### src/common/alu_core_pkg.sv
package alu_core_pkg;

	// Widths
	localparam int ADDR_W  = 4;
	localparam int DATA_W  = 32;
	localparam int BYTE_W  = 8;
	localparam int FADR_W  = 7;
	localparam int INSTR_W = 14;

	// Register byte offsets
	localparam logic [ADDR_W-1:0] ACC_OFS    = 4'h0;
	localparam logic [ADDR_W-1:0] STATUS_OFS = 4'h4;
	localparam logic [ADDR_W-1:0] CTRL_OFS   = 4'h8;

	// Status and control field positions
	localparam int STAT_C_BIT     = 0;
	localparam int STAT_HC_BIT    = 1;
	localparam int STAT_Z_BIT     = 2;
	localparam int STAT_UNSUP_BIT = 3;
	localparam int CTRL_RUN_BIT   = 0;

	// Reset values
	localparam logic [BYTE_W-1:0] ACC_RST      = 8'h00;
	localparam logic              CTRL_RUN_RST = 1'b1;

	// Instruction word fields
	localparam int DEST_BIT = 7;
	localparam logic [4:0] PAT_ADD_LIT  = 5'h1F;
	localparam logic [5:0] PAT_AND_LIT  = 6'h39;
	localparam logic [5:0] PAT_ADD_FILE = 6'h07;
	localparam logic [5:0] PAT_AND_FILE = 6'h05;

	// AXI responses
	localparam logic [1:0] RESP_OKAY   = 2'h0;
	localparam logic [1:0] RESP_SLVERR = 2'h2;

	typedef enum logic [3:0] {
		PH_Q1 = 4'h1,
		PH_Q2 = 4'h2,
		PH_Q3 = 4'h4,
		PH_Q4 = 4'h8
	} phase_t;

	typedef enum logic [4:0] {
		OP_NOP                  = 5'h01,
		OP_ADD_LITERAL_TO_ACC   = 5'h02,
		OP_ADD_ACC_AND_FILE     = 5'h04,
		OP_AND_LITERAL_WITH_ACC = 5'h08,
		OP_AND_ACC_WITH_FILE    = 5'h10
	} op_t;

	typedef enum logic [3:0] {
		SEL_ACC    = 4'h1,
		SEL_STATUS = 4'h2,
		SEL_CTRL   = 4'h4,
		SEL_NONE   = 4'h8
	} sel_t;

	typedef struct packed {
		logic              awvalid;
		logic [ADDR_W-1:0] awaddr;
		logic              wvalid;
		logic [DATA_W-1:0] wdata;
		logic [3:0]        wstrb;
		logic              bready;
		logic              arvalid;
		logic [ADDR_W-1:0] araddr;
		logic              rready;
	} axil_req_t;

	typedef struct packed {
		logic              awready;
		logic              wready;
		logic              bvalid;
		logic [1:0]        bresp;
		logic              arready;
		logic              rvalid;
		logic [DATA_W-1:0] rdata;
		logic [1:0]        rresp;
	} axil_rsp_t;

	typedef struct packed {
		logic              rd;
		logic              we;
		logic [FADR_W-1:0] addr;
		logic [BYTE_W-1:0] wdata;
	} file_req_t;

endpackage

### src/hdl/add_and_alu_ops.sv
`timescale 1ns/1ps
module add_and_alu_ops (
	input  wire logic                             i_clk,
	input  wire logic                             i_arst_n,
	input  wire logic [alu_core_pkg::INSTR_W-1:0] i_instr,
	input  wire logic                             i_instr_valid,
	output logic                                  o_instr_ready,
	output alu_core_pkg::file_req_t               o_file,
	input  wire logic [alu_core_pkg::BYTE_W-1:0]  i_file_rdata,
	input  wire alu_core_pkg::axil_req_t          i_axi,
	output alu_core_pkg::axil_rsp_t               o_axi
);

	// Register offset decode, shared by read and write paths
	function automatic alu_core_pkg::sel_t reg_decode(
		input logic [alu_core_pkg::ADDR_W-1:0] a
	);
		if (a == alu_core_pkg::ACC_OFS) begin
			reg_decode = alu_core_pkg::SEL_ACC;
		end else if (a == alu_core_pkg::STATUS_OFS) begin
			reg_decode = alu_core_pkg::SEL_STATUS;
		end else if (a == alu_core_pkg::CTRL_OFS) begin
			reg_decode = alu_core_pkg::SEL_CTRL;
		end else begin
			reg_decode = alu_core_pkg::SEL_NONE;
		end
	endfunction

	alu_core_pkg::phase_t              state_q;
	alu_core_pkg::op_t                 op_q;
	alu_core_pkg::op_t                 dec_op;
	alu_core_pkg::file_req_t           file_q;
	logic                              ready_q;
	logic                              valid_q;
	logic                              dest_file_q;
	logic [alu_core_pkg::BYTE_W-1:0]   lit_q;
	logic [alu_core_pkg::BYTE_W-1:0]   opnd_q;
	logic [alu_core_pkg::BYTE_W-1:0]   res_q;
	logic                              c_res_q;
	logic                              hc_res_q;
	logic                              z_res_q;
	logic [alu_core_pkg::BYTE_W-1:0]   acc_q;
	logic                              carry_q;
	logic                              half_carry_flag_q;
	logic                              zero_q;
	logic                              unsup_q;
	logic                              run_q;
	logic                              take;
	logic                              is_add;
	logic                              is_lit;
	logic                              is_file;
	logic [alu_core_pkg::BYTE_W-1:0]   opb;
	logic [alu_core_pkg::BYTE_W:0]     add_sum;
	logic [4:0]                        add_low;
	logic [alu_core_pkg::BYTE_W-1:0]   alu_res;
	logic                              hw_upd;

	// Opcode decode from the fetch stage word
	assign dec_op =
		(i_instr[13:9] == alu_core_pkg::PAT_ADD_LIT) ?
			alu_core_pkg::OP_ADD_LITERAL_TO_ACC :
		(i_instr[13:8] == alu_core_pkg::PAT_AND_LIT) ?
			alu_core_pkg::OP_AND_LITERAL_WITH_ACC :
		(i_instr[13:8] == alu_core_pkg::PAT_ADD_FILE) ?
			alu_core_pkg::OP_ADD_ACC_AND_FILE :
		(i_instr[13:8] == alu_core_pkg::PAT_AND_FILE) ?
			alu_core_pkg::OP_AND_ACC_WITH_FILE :
			alu_core_pkg::OP_NOP;
	assign take = (state_q == alu_core_pkg::PH_Q1) && ready_q && i_instr_valid;

	// Operand select and arithmetic
	assign is_add = (op_q == alu_core_pkg::OP_ADD_LITERAL_TO_ACC) ||
		(op_q == alu_core_pkg::OP_ADD_ACC_AND_FILE);
	assign is_lit = (op_q == alu_core_pkg::OP_ADD_LITERAL_TO_ACC) ||
		(op_q == alu_core_pkg::OP_AND_LITERAL_WITH_ACC);
	assign is_file = (dec_op == alu_core_pkg::OP_ADD_ACC_AND_FILE) ||
		(dec_op == alu_core_pkg::OP_AND_ACC_WITH_FILE);
	assign opb     = is_lit ? lit_q : opnd_q;
	assign add_sum = {1'b0, acc_q} + {1'b0, opb};
	assign add_low = {1'b0, acc_q[3:0]} + {1'b0, opb[3:0]};
	assign alu_res = is_add ? add_sum[7:0] : (acc_q & opb);
	assign hw_upd  = (state_q == alu_core_pkg::PH_Q4) && valid_q;

	// Four-phase sequencer, free running so the cycle rate is fixed
	always_ff @(posedge i_clk or negedge i_arst_n) begin
		if (!i_arst_n) begin
			state_q <= alu_core_pkg::PH_Q1;
			ready_q <= 1'b0;
		end else begin
			case (state_q)
				alu_core_pkg::PH_Q1: state_q <= alu_core_pkg::PH_Q2;
				alu_core_pkg::PH_Q2: state_q <= alu_core_pkg::PH_Q3;
				alu_core_pkg::PH_Q3: state_q <= alu_core_pkg::PH_Q4;
				default:             state_q <= alu_core_pkg::PH_Q1;
			endcase
			ready_q <= (state_q == alu_core_pkg::PH_Q4) && run_q;
		end
	end

	// Q1 decode, Q2 file read, Q3 process, Q4 write
	always_ff @(posedge i_clk or negedge i_arst_n) begin
		if (!i_arst_n) begin
			op_q        <= alu_core_pkg::OP_NOP;
			valid_q     <= 1'b0;
			dest_file_q <= 1'b0;
			lit_q       <= 8'h00;
			opnd_q      <= 8'h00;
			res_q       <= 8'h00;
			c_res_q     <= 1'b0;
			hc_res_q    <= 1'b0;
			z_res_q     <= 1'b0;
			file_q      <= '0;
		end else begin
			if (take) begin
				op_q        <= dec_op;
				valid_q     <= (dec_op != alu_core_pkg::OP_NOP);
				dest_file_q <= is_file && i_instr[alu_core_pkg::DEST_BIT];
				lit_q       <= i_instr[7:0];
				file_q.rd   <= is_file;
				file_q.addr <= i_instr[6:0];
			end
			if (state_q == alu_core_pkg::PH_Q2) begin
				file_q.rd <= 1'b0;
				opnd_q    <= i_file_rdata;
			end
			if (state_q == alu_core_pkg::PH_Q3) begin
				res_q       <= alu_res;
				c_res_q     <= add_sum[8];
				hc_res_q    <= add_low[4];
				z_res_q     <= (alu_res == 8'h00);
				file_q.we    <= valid_q && dest_file_q;
				file_q.wdata <= alu_res;
			end
			if (state_q == alu_core_pkg::PH_Q4) begin
				file_q.we <= 1'b0;
				valid_q   <= 1'b0;
			end
		end
	end

	// AXI4-Lite slave state
	logic                              awready_q;
	logic                              wready_q;
	logic                              aw_full_q;
	logic                              w_full_q;
	logic [alu_core_pkg::ADDR_W-1:0]   awaddr_q;
	logic [alu_core_pkg::BYTE_W-1:0]   wbyte_q;
	logic                              wlane_q;
	logic                              bvalid_q;
	logic [1:0]                        bresp_q;
	logic                              arready_q;
	logic                              rvalid_q;
	logic [alu_core_pkg::DATA_W-1:0]   rdata_q;
	logic [1:0]                        rresp_q;
	logic                              aw_hs;
	logic                              w_hs;
	logic                              ar_hs;
	logic                              do_write;
	logic                              aw_full_d;
	logic                              w_full_d;
	logic                              bvalid_d;
	logic                              rvalid_d;
	alu_core_pkg::sel_t                wsel;
	alu_core_pkg::sel_t                rsel;
	logic                              wr_acc;
	logic                              wr_stat;
	logic                              wr_ctrl;
	logic [alu_core_pkg::DATA_W-1:0]   rd_mux;

	// Write side: address and data taken in either order
	assign aw_hs     = i_axi.awvalid && awready_q;
	assign w_hs      = i_axi.wvalid && wready_q;
	assign do_write  = aw_full_q && w_full_q && !bvalid_q;
	assign aw_full_d = (aw_full_q && !do_write) || aw_hs;
	assign w_full_d  = (w_full_q && !do_write) || w_hs;
	assign bvalid_d  = do_write || (bvalid_q && !i_axi.bready);
	assign wsel      = reg_decode(awaddr_q);
	assign wr_acc    = do_write && wlane_q && (wsel == alu_core_pkg::SEL_ACC);
	assign wr_stat   = do_write && wlane_q && (wsel == alu_core_pkg::SEL_STATUS);
	assign wr_ctrl   = do_write && wlane_q && (wsel == alu_core_pkg::SEL_CTRL);

	// Read side: one outstanding read, answer one cycle after the address
	assign ar_hs    = i_axi.arvalid && arready_q;
	assign rvalid_d = ar_hs || (rvalid_q && !i_axi.rready);
	assign rsel     = reg_decode(i_axi.araddr);
	assign rd_mux   =
		(rsel == alu_core_pkg::SEL_ACC) ? {24'h000000, acc_q} :
		(rsel == alu_core_pkg::SEL_STATUS) ?
			{28'h0000000, unsup_q, zero_q, half_carry_flag_q, carry_q} :
		(rsel == alu_core_pkg::SEL_CTRL) ? {31'h00000000, run_q} :
			32'h00000000;

	always_ff @(posedge i_clk or negedge i_arst_n) begin
		if (!i_arst_n) begin
			awready_q <= 1'b1;
			wready_q  <= 1'b1;
			aw_full_q <= 1'b0;
			w_full_q  <= 1'b0;
			awaddr_q  <= 4'h0;
			wbyte_q   <= 8'h00;
			wlane_q   <= 1'b0;
			bvalid_q  <= 1'b0;
			bresp_q   <= alu_core_pkg::RESP_OKAY;
			arready_q <= 1'b1;
			rvalid_q  <= 1'b0;
			rdata_q   <= 32'h00000000;
			rresp_q   <= alu_core_pkg::RESP_OKAY;
		end else begin
			aw_full_q <= aw_full_d;
			w_full_q  <= w_full_d;
			awready_q <= !aw_full_d;
			wready_q  <= !w_full_d;
			bvalid_q  <= bvalid_d;
			rvalid_q  <= rvalid_d;
			arready_q <= !rvalid_d;
			if (aw_hs) begin
				awaddr_q <= i_axi.awaddr;
			end
			if (w_hs) begin
				wbyte_q <= i_axi.wdata[7:0];
				wlane_q <= i_axi.wstrb[0];
			end
			if (do_write) begin
				bresp_q <= (wsel == alu_core_pkg::SEL_NONE) ?
					alu_core_pkg::RESP_SLVERR : alu_core_pkg::RESP_OKAY;
			end
			if (ar_hs) begin
				rdata_q <= rd_mux;
				rresp_q <= (rsel == alu_core_pkg::SEL_NONE) ?
					alu_core_pkg::RESP_SLVERR : alu_core_pkg::RESP_OKAY;
			end
		end
	end

	// Architectural state; a Q4 write beats a software write in the same cycle
	always_ff @(posedge i_clk or negedge i_arst_n) begin
		if (!i_arst_n) begin
			acc_q             <= alu_core_pkg::ACC_RST;
			carry_q           <= 1'b0;
			half_carry_flag_q <= 1'b0;
			zero_q            <= 1'b0;
			unsup_q           <= 1'b0;
			run_q             <= alu_core_pkg::CTRL_RUN_RST;
		end else begin
			if (hw_upd) begin
				if (!dest_file_q) begin
					acc_q <= res_q;
				end
				zero_q <= z_res_q;
				if (is_add) begin
					carry_q           <= c_res_q;
					half_carry_flag_q <= hc_res_q;
				end
			end else begin
				if (wr_acc) begin
					acc_q <= wbyte_q;
				end
				if (wr_stat) begin
					carry_q           <= wbyte_q[alu_core_pkg::STAT_C_BIT];
					half_carry_flag_q <= wbyte_q[alu_core_pkg::STAT_HC_BIT];
					zero_q            <= wbyte_q[alu_core_pkg::STAT_Z_BIT];
				end
			end
			// Foreign opcodes are skipped; set beats the write-one clear
			unsup_q <= (take && (dec_op == alu_core_pkg::OP_NOP)) ||
				(unsup_q && !(wr_stat && wbyte_q[alu_core_pkg::STAT_UNSUP_BIT]));
			if (wr_ctrl) begin
				run_q <= wbyte_q[alu_core_pkg::CTRL_RUN_BIT];
			end
		end
	end

	assign o_instr_ready = ready_q;
	assign o_file        = file_q;
	assign o_axi         = {awready_q, wready_q, bvalid_q, bresp_q,
		arready_q, rvalid_q, rdata_q, rresp_q};
endmodule

### config.mk
export PLATFORM = sky130hd
export DESIGN_NAME = add_and_alu_ops
export DESIGN_NICKNAME = d
export VERILOG_FILES = /design/src/common/alu_core_pkg.sv /design/src/hdl/add_and_alu_ops.sv
export SDC_FILE = /design/constraint.sdc
export NUM_CORES = 1
export LEC_CHECK = 0
export ABC_CLOCK_PERIOD_IN_PS = 3000
export BUFFER_PORTS_ARGS = -buffer_cell sky130_fd_sc_hd__buf_4
export CAP_MARGIN = 40
export CORE_MARGIN = 5
export CORE_UTILIZATION = 25
export CTS_BUF_LIST = sky130_fd_sc_hd__clkbuf_8
export DETAILED_ROUTE_END_ITERATION = 6
export PLACE_DENSITY = 0.56
export SYNTH_ARGS = -nofsm -noshare
export SYNTH_HDL_FRONTEND = slang
export SYNTH_SLANG_ARGS = --single-unit
### constraint.sdc
create_clock -name i_clk -period 3 [get_ports i_clk]
set_input_delay 0.15 -clock i_clk [delete_from_list [all_inputs] [get_ports i_clk]]
set_output_delay 0.15 -clock i_clk [all_outputs]
set_load 0.02 [all_outputs]
; Word-level counts from Yosys, hierarchy flattened
; Cells that the tools add are included.
[op_classes]
n_addsub = 2
eq_ne = 29
muxes = 35
bitwise_logic = 1
n_reduce_logical = 48
[op_table]
columns = op, count
row1 = 8-bit 2-to-1 mux, 6
row2 = 4-bit 2-to-1 mux, 7
row3 = 1-bit logical AND, 22
row4 = 4-bit by 3-bit == test with 1-bit output (second input constant), 5
row5 = 4-bit == test (second input constant), 5
row6 = 5-bit 2-to-1 mux, 4
row7 = 1-bit 2-to-1 mux, 15
row8 = 4-bit by 1-bit == test with 1-bit output (second input constant), 3
row9 = 4-bit by 2-bit == test with 1-bit output (second input constant), 3
row10 = 6-bit by 3-bit == test with 1-bit output (second input constant), 2
row11 = 4-bit one-hot mux with 3 select lines, 1
row12 = 5-bit by 3-bit == test with 1-bit output (second input constant), 2
row13 = 5-bit == test (second input constant), 2
row14 = 2-bit nonzero test, 5
row15 = 8-bit by 8-bit adder with 9-bit output, 1
row16 = 8-bit AND, 1
row17 = 1-bit zero test, 8
row18 = 4-bit zero test, 2
row19 = 8-bit zero test, 1
row20 = 1-bit logical OR, 8
row21 = 6-bit == test (second input constant), 1
row22 = 4-bit by 4-bit adder with 5-bit output, 1
row23 = 5-bit by 1-bit == test with 1-bit output (second input constant), 1
row24 = 5-bit by 2-bit == test with 1-bit output (second input constant), 1
row25 = other kinds (5), 8
[word_totals]
reg_bits = 117
output_inout_bits = 59
word_cells = 148

; Logic depth before layout (Yosys ltp)
; Gate-level depths: netlist of the first run.
[logic_depth]
ltp_word = 10
ltp_mapped = 13

; Worst setup path before layout of the first run
; OpenSTA, ideal clock, no wires.
[synth_path]
path_type = reg2reg
from = register op_q[1]
to = register z_res_q
arrival_ns = 3.002
required_ns = 2.896
path_slack_ns = -0.105
path_stages_with_launch = 12
period_less_slack_ns = 3.105
path_cell_list = dfrtp_1 > xnor2_1 > or4_1 > clkbuf_1 > mux2_2 > ha_1 > inv_1 > fa_1 > xnor2_1 > or4b_1 > o31a_1 > o41ai_2
[synth_via]
elab_chain_cells = 6
[synth_lines]
columns = element, line
row1 = from (decl), add_and_alu_ops.sv:30  ; alu_core_pkg::op_t op_q;
row2 = from (signal assigned), add_and_alu_ops.sv:103  ; op_q <= alu_core_pkg::OP_NOP;
row3 = from (signal assigned), add_and_alu_ops.sv:115  ; op_q <= dec_op;
row4 = 5-bit by 2-bit == test with 1-bit output / 5-bit by 4-bit == test with 1-bit output (equally long branches), "add_and_alu_ops.sv:72, add_and_alu_ops.sv:74, add_and_alu_ops.sv:75"
row5 = 1-bit logical OR, add_and_alu_ops.sv:74  ; assign is_lit = (op_q == alu_core_pkg::OP_ADD_LITERAL_TO_ACC) ||
row6 = 8-bit 2-to-1 mux, add_and_alu_ops.sv:78  ; assign opb = is_lit ? lit_q : opnd_q;
row7 = 8-bit by 8-bit adder with 9-bit output / 8-bit AND (equally long branches), "add_and_alu_ops.sv:79, add_and_alu_ops.sv:81"
row8 = 8-bit 2-to-1 mux (*), add_and_alu_ops.sv:81  ; assign alu_res = is_add ? add_sum[7:0] : (acc_q & opb);
row9 = 8-bit zero test (*), add_and_alu_ops.sv:130  ; z_res_q <= (alu_res == 8'h00);
row10 = to (signal assigned), add_and_alu_ops.sv:130
row11 = to (decl), add_and_alu_ops.sv:41  ; logic z_res_q;
; Every way passes the cells marked *; elsewhere a longest branch is shown, timed or not.
; A chain may end at the register's enable or synchronous reset.

; Worst setup path after layout of the first run
[layout_path]
from = register op_q[3]
to = register z_res_q
; Same word-level chain as after synthesis.

==> flow_summary_export.csv, run 1 <==
group,metric,value,unit
status,run_status,"finished with violations",
status,failed_checks,"negative setup slack",
clocking,ctsRootBufferMaster,"clkbuf_8",
setup_path,worstSetupStartpointType,"register",
detailed_routing,drt_iter0_drc,148,
die,ios,133,
power,switching_share,34.3,%
min_path,hold_depth,2,
synthesis,syn_area,0.00417,mm2
synthesis,syn_area_per_cell,10.5,um2
finish,syn_to_final_growth,30.6,%
power,vdd_drop_max,205,uV
power,p_total,3.76,mW
setup_path,cp-startpoint,"op_q[3]$_DFFE_PN0P_",
detailed_routing,viasPerCell,4.28,
setup_path,crit_cells,10,
job,maxCapViolCount,0,
die,design.die.area,0.0194,mm2
synthesis,synth_edf_count,0,
setup_path,reg2regPathDepth,10,
synthesis,synth_warnings,0,
global_route,grt_pass1_wl,17.4,mm
global_route,grt_pass1_vias,3242,
timing,setup_slack,-62.0,ps
min_path,hp-start,"i_axi[44]",
placed_design,io_buffers,79,
detailed_routing,drt-pass1-iter-count,4,
power,cellLeakagePower,2.60,nW
setup_path,rrSetupSlack,-60,ps
power,seq_power_share,44.7,%
min_path,hp-class,"in2reg",
placed_design,preCtsSetupSlack,-171,ps
global_route,grt_max_degree,58,
setup_path,cp_slowest_cell,"or4b_1",
detailed_routing,antenna_left,0,
placed_design,hpwlAfterDp,8.42,mm
clocking,clock_path_buffers,2,
synthesis,ys_seq_area_share,50.6,%
timing,finalCritPeriodShare,102,%
timing,slew_viol_final,0,
detailed_routing,wl_per_cell,14.5,um
global_route,grt_antenna_before_repair,0,
power,p_int,2.47,mW
timing,max_freq,327,MHz
clocking,cts_tree,"yes",
timing,relSlewSlack,64.0,%
die,die_y,139,um
setup_path,cp_num_buf_inv,0,
power,power.switching,1.29,mW
setup_path,required,3260,ps
finish,final_nets,588,
setup_path,rr_startpoint,"op_q[3]$_DFFE_PN0P_",
clocking,clk_pin_slew_worst_paths,90,ps
power,clkPwrFrac,22.7,%
timing,rsz0062_at_grt,"true",
power,powerDensity,690,mW/mm2
clocking,clk_latency,360,ps
global_route,grt.total_usage,11.2,%
synthesis,postSynth.asyncResetShare,100,%
setup_path,crit_path_end_kind,"register",
clocking,cts_setup_buffers,0,
timing,worst_pin_slew,532,ps
synthesis,synth_cells,398,
setup_path,crit_path_cell_trace,"xnor2_1, or4_4, mux2_2, ha_4, a21o_1, a21oi_2, xnor2_1, or4b_1, o31a_1, o41ai_2",
synthesis,synthFlopType,"dfrtp_1",
global_route,overflow,0,
setup_path,arrival,3320,ps
finish,layout-drive-gt1-share,33.1,%
detailed_routing,drc,0,
timing,setup_violations,1,
timing,clock_skew,14.9,ps
synthesis,synth_seq_cells,84,
timing,period_needed,3060,ps
setup_path,path_max_fanout,5,
detailed_routing,wl,10.6,mm
placed_design,gp_congestion,0.815,
die,core-area,0.0165,mm2
clocking,numClockSinks,84,
synthesis,netlist-cell-type-count,47,
die,chipWidth,139,um
die,num_rows,47,
power,p_comb_share,32.7,%
finish,n_antenna_cell,0,
clocking,h-tree-depth,3,
setup_path,cpMostUsedCell,"xnor2_1",
die,start_util,25.3,%
detailed_routing,vias,3121,
clocking,cts-buffers-inserted,9,
setup_path,cp_top_family,"simple AND/OR/NAND/NOR gates",
setup_path,worst-setup-path-type,"reg2reg",
timing,hold_viol_final,0,
setup_path,cp_slowest_stage_delay,520,ps
==> per-layer routing <==
| metal | vias to the layer above | routed length (um) | track usage [%] |
|---|---|---|---|
| li1 | 1536 | - | - |
| met1 | 1496 | 4870 | 14.7 |
| met2 | 82 | 4990 | 17.9 |
| met3 | 7 | 623 | 2.97 |
| met4 | 0 | 133 | 3.60 |
| met5 | - | 0 | 0 |
==> path summary, 6_finish.rpt <==
kind                                                end
worst max-delay path                z_res_q$_DFFE_PN0P_
worst min-delay path            awaddr_q[0]$_DFFE_PN0P_
worst max register to register      z_res_q$_DFFE_PN0P_
worst min register to register   rdata_q[0]$_DFFE_PN0P_
max in group asynchronous           op_q[0]$_DFFE_PN1P_
min in group asynchronous        rresp_q[1]$_DFFE_PN0P_
==> kinds of logic after synthesis <==
logic type / count (synthesis) / synth area share, %
adders and majority gates: 9 / 2.88
buffers and inverters: 64 / 9.21
xor gates and xnor gates: 8 / 1.68
AOI/OAI and AO/OA: 67 / 10.7
DFF: 84 / 50.6
muxes: 44 / 11.5
and+or+nand+nor: 121 / 13.4
other: 1 / 0.0899
==> cell usage after synthesis, drive strengths merged, types with 2 or more instances <==
| library cell | instances | area share (%) |
|---|---|---|
| or4b | 2 | 0.48 |
| clkbuf | 11 | 0.99 |
| buf | 39 | 7.0 |
| dfstp | 6 | 3.8 |
| a21o | 2 | 0.36 |
| o211ai | 3 | 0.54 |
| a211oi | 2 | 0.36 |
| o22ai | 2 | 0.30 |
| mux2 | 31 | 8.4 |
| ha | 8 | 2.4 |
| nand3 | 4 | 0.48 |
| nor3 | 6 | 0.72 |
| nor4b | 4 | 0.99 |
| a21oi | 14 | 1.8 |
| nor2b | 2 | 0.30 |
| or3 | 2 | 0.30 |
| o31ai | 7 | 1.3 |
| a31oi | 5 | 0.75 |
| or4 | 2 | 0.45 |
| a22o | 6 | 1.3 |
| inv | 14 | 1.3 |
| o21a | 3 | 0.54 |
| dfrtp | 78 | 47 |
| xnor2 | 8 | 1.7 |
| o21ai | 17 | 2.0 |
| nor2 | 24 | 2.2 |
| nand2 | 67 | 6.0 |
| nor4 | 2 | 0.30 |
| mux2i | 13 | 3.1 |
==> layout make-up <==
cell class / count / area (um2)
tap: 220 / 275
fill: 1713 / 11000
multi-input combinational: 275 / 1830
timing repair buffer: 121 / 973
sequential: 84 / 2110
clock buffer: 10 / 138
inverter: 14 / 52.6
clock inverter: 6 / 71.3
==> placed cells by master (no fill, tap or decap), types with 3 or more instances in the layout <==
| master | netlist | layout |
|---|---|---|
| o21a_1 | 3 | 3 |
| nor4b_2 | 1 | 3 |
| buf_4 | 38 | 102 |
| clkbuf_8 | 0 | 10 |
| mux2i_1 | 13 | 13 |
| dfrtp_1 | 78 | 78 |
| a31oi_1 | 5 | 5 |
| o21ai_0 | 17 | 16 |
| nand2_1 | 67 | 67 |
| nor2_1 | 24 | 24 |
| mux2_2 | 31 | 31 |
| a22o_1 | 6 | 6 |
| ha_4 | 0 | 3 |
| dfstp_2 | 6 | 6 |
| nor3_1 | 6 | 6 |
| a21oi_1 | 13 | 13 |
| xnor2_1 | 8 | 8 |
| ha_1 | 8 | 5 |
| conb_1 | 1 | 26 |
| dlygate4sd3_1 | 0 | 18 |
| nand3_1 | 4 | 4 |
| inv_1 | 14 | 14 |
| o211ai_1 | 3 | 3 |
| o31ai_1 | 7 | 7 |
==> sequential cells by signal, indices dropped and copies added, names as in the netlist, 2 cells and up <==
signal,count
acc_q,8
o_file,8
opnd_q,8
rdata_q,8
res_q,8
wbyte_q,8
op_q,5
awaddr_q,4
state_q,4
lit_q,2
==> stage by stage <==
| step | hold WS, ps | util, % | area (um2) | std cells | setup TNS, ps |
|---|---|---|---|---|---|
| finish | 22.6 | 33.1 | 5450 | 730 | -62.0 |
| detailed placement | 106 | 30.6 | 5040 | 696 | -251 |
| floorplan | -146 | - | 4300 | 423 | 0 |
| CTS | 0.801 | 33.0 | 5440 | 729 | -92.3 |
| global route | 2.34 | 33.1 | 5450 | 730 | -322 |
| global placement | 331 | 30.4 | 5010 | 694 | -156 |
==> power by group through the flow <==
stage          Combinational, mW  Clock, mW  Sequential (mW)
2_1_floorplan              0.797          0             1.67
3_3_place_gp                1.20          0             1.70
3_5_place_dp                1.22          0             1.71
4_1_cts                     1.25      0.887             1.69
5_1_grt                     1.36      0.938             1.73
6_report                    1.23      0.851             1.68
==> what timing repair did <==
item / CTS / global route
setup endpoints to repair: 3 / 3
resized for setup: 3 / 0
hold buffers: 17 / 1
endpoints found under the hold margin: 42 / 1
Power figures use the tool's default switching activity.
==> run 2: changes to the inputs <==
REMOVE_ABC_BUFFERS = 1   (was unset)
==> run 2 against run 1 <==
The run still ends with negative setup slack left. Critical endpoint unchanged. First-iteration DRC count up 29%. Largest cell class unchanged. Utilization is essentially flat. Register-to-register slack lost 40 ps. Largest power group unchanged. Count of clock-buffer cells in the layout is 1 lower.
==> flow_summary_export.csv, run 2 (same netlist as run 1, synthesis figures left out) <==
group,metric,value,unit
status,run_status,"finished with violations",
status,failed_checks,"negative setup slack",
global_route,grt_antenna_before_repair,0,
min_path,hp-start,"i_file_rdata[0]",
power,cellLeakagePower,2.62,nW
clocking,clock_path_buffers,2,
clocking,h-tree-depth,3,
finish,filler_cell_count,1710,
clocking,cts_tree,"yes",
detailed_routing,drc,0,
timing,clock_skew,13.8,ps
power,vdd_drop_max,204,uV
setup_path,crit_path_end_kind,"register",
die,design.die.area,0.0194,mm2
detailed_routing,drt-pass1-iter-count,4,
clocking,clk_pin_slew_worst_paths,100,ps
detailed_routing,vias,3121,
timing,max_freq,323,MHz
timing,rsz0062_at_grt,"true",
placed_design,preCtsSetupSlack,-158,ps
die,core-area,0.0165,mm2
detailed_routing,viasPerCell,4.28,
finish,layout-drive-gt1-share,34.4,%
power,powerDensity,701,mW/mm2
setup_path,rr_startpoint,"op_q[1]$_DFFE_PN0P_",
timing,slew_viol_final,0,
global_route,grt.total_usage,10.8,%
timing,setup_violations,1,
global_route,grt_pass1_vias,3310,
setup_path,path_max_fanout,4,
die,start_util,25.3,%
finish,layout_commonest_cell,"buf_4",
min_path,hold_end,"opnd_q[0]$_DFFE_PN0N_",
global_route,grt_max_degree,59,
timing,setup_slack,-101,ps
global_route,overflow,0,
setup_path,worst-setup-path-type,"reg2reg",
placed_design,io_buffers,79,
setup_path,worstSetupStartpointType,"register",
timing,finalCritPeriodShare,103,%
detailed_routing,drt_iter0_drc,191,
timing,hold_viol_final,0,
die,ios,133,
finish,syn_to_final_growth,30.5,%
clocking,numClockSinks,84,
placed_design,hpwlAfterDp,8.06,mm
finish,n_antenna_cell,0,
setup_path,cp-startpoint,"op_q[1]$_DFFE_PN0P_",
job,maxCapViolCount,0,
setup_path,arrival,3360,ps
timing,worst_pin_slew,745,ps
finish,final_cell_mix,"buf_4 (105), dfrtp_1 (78), nand2_1 (67)",
placed_design,gp_congestion,0.890,
setup_path,timing.rr.end,"z_res_q$_DFFE_PN0P_",
clocking,cts-buffers-inserted,9,
setup_path,required,3260,ps
timing,relSlewSlack,50.3,%
global_route,grt_pass1_wl,16.9,mm
clocking,clk_latency,350,ps
min_path,hp-class,"in2reg",
die,die_y,139,um
clocking,ctsRootBufferMaster,"clkbuf_8",
finish,final_util,33.0,%
timing,period_needed,3100,ps
detailed_routing,antenna_left,0,
detailed_routing,wl_per_cell,14.1,um
power,p_total,3.81,mW
die,num_rows,47,
die,chipWidth,139,um
timing,holdWs,21.3,ps
finish,final_nets,587,
min_path,hold_depth,2,
setup_path,reg2regPathDepth,12,
detailed_routing,wl,10.3,mm
setup_path,rrSetupSlack,-100,ps
timing,fin_tns_setup,-101,ps
run 2: cell types whose count changed in the layout (fill, tap and decap cells not counted), sizes merged:
cell / before / now
dlygate4sd3: 18 / 13
bufinv: 1 / 2
clkinv: 2 / 1
inv: 16 / 18
clkbuf: 10 / 9
buf: 103 / 107
clkinvlp: 1 / 0
run 2: report_power, final:
part	switching [mW]	internal [mW]
clock network	0.438	0.482
logic	0.623	0.616
registers	0.223	1.43
run 2: critical path, cell delays in order, from the launching register on:
cell and delay, ps:
dfrtp_1 400, xnor2_1 130, or4_4 460, mux2_4 330, ha_4 160, buf_6 110, buf_6 110, a211o_2 310
o211ai_1 130, a32oi_1 160, xnor2_1 180, o211ai_1 180, o41ai_2 330
run 2: layer usage:
metal / routed length [um] / global-route usage (%)
met5: 0 / 0
met4: 227 / 4.02
met3: 616 / 3.03
met2: 4980 / 18.1
met1: 4480 / 13.3
run 2: area by class of cell:
cell class	count	area [um2]	share of cell area [%]
Timing Repair Buffer	120	941	17.3
Clock inverter	7	104	1.91
Multi-Input combinational cell	275	1830	33.7
Sequential cell	84	2110	38.8
Clock buffer	9	124	2.28
Tap cell	220	275	5.06
Inverter	14	52.6	0.966
run 2: worst max-delay path by stage:
stage	slack (ps)	end
5_1_grt	-240	z_res_q$_DFFE_PN0P_
4_1_cts	-110	z_res_q$_DFFE_PN0P_
3_3_place_gp	-90	z_res_q$_DFFE_PN0P_
6_report	-100	z_res_q$_DFFE_PN0P_
2_1_floorplan	-130	z_res_q$_DFFE_PN0P_
3_5_place_dp	-160	z_res_q$_DFFE_PN0P_
run 2: repair_timing:
action,4_1_cts,5_1_grt
pin swaps,0,5
hold buffers,13,0
endpoints found under the hold margin,64,0
gates resized for setup,2,12
endpoints found under the setup margin,3,5
setup buffers,0,1
run 2: metrics by stage:
step,cell area [um2],instances
2_1_floorplan,3930,373
3_3_place_gp,5010,698
3_5_place_dp,5020,699
4_1_cts,5380,728
5_1_grt,5440,729
6_report,5440,729
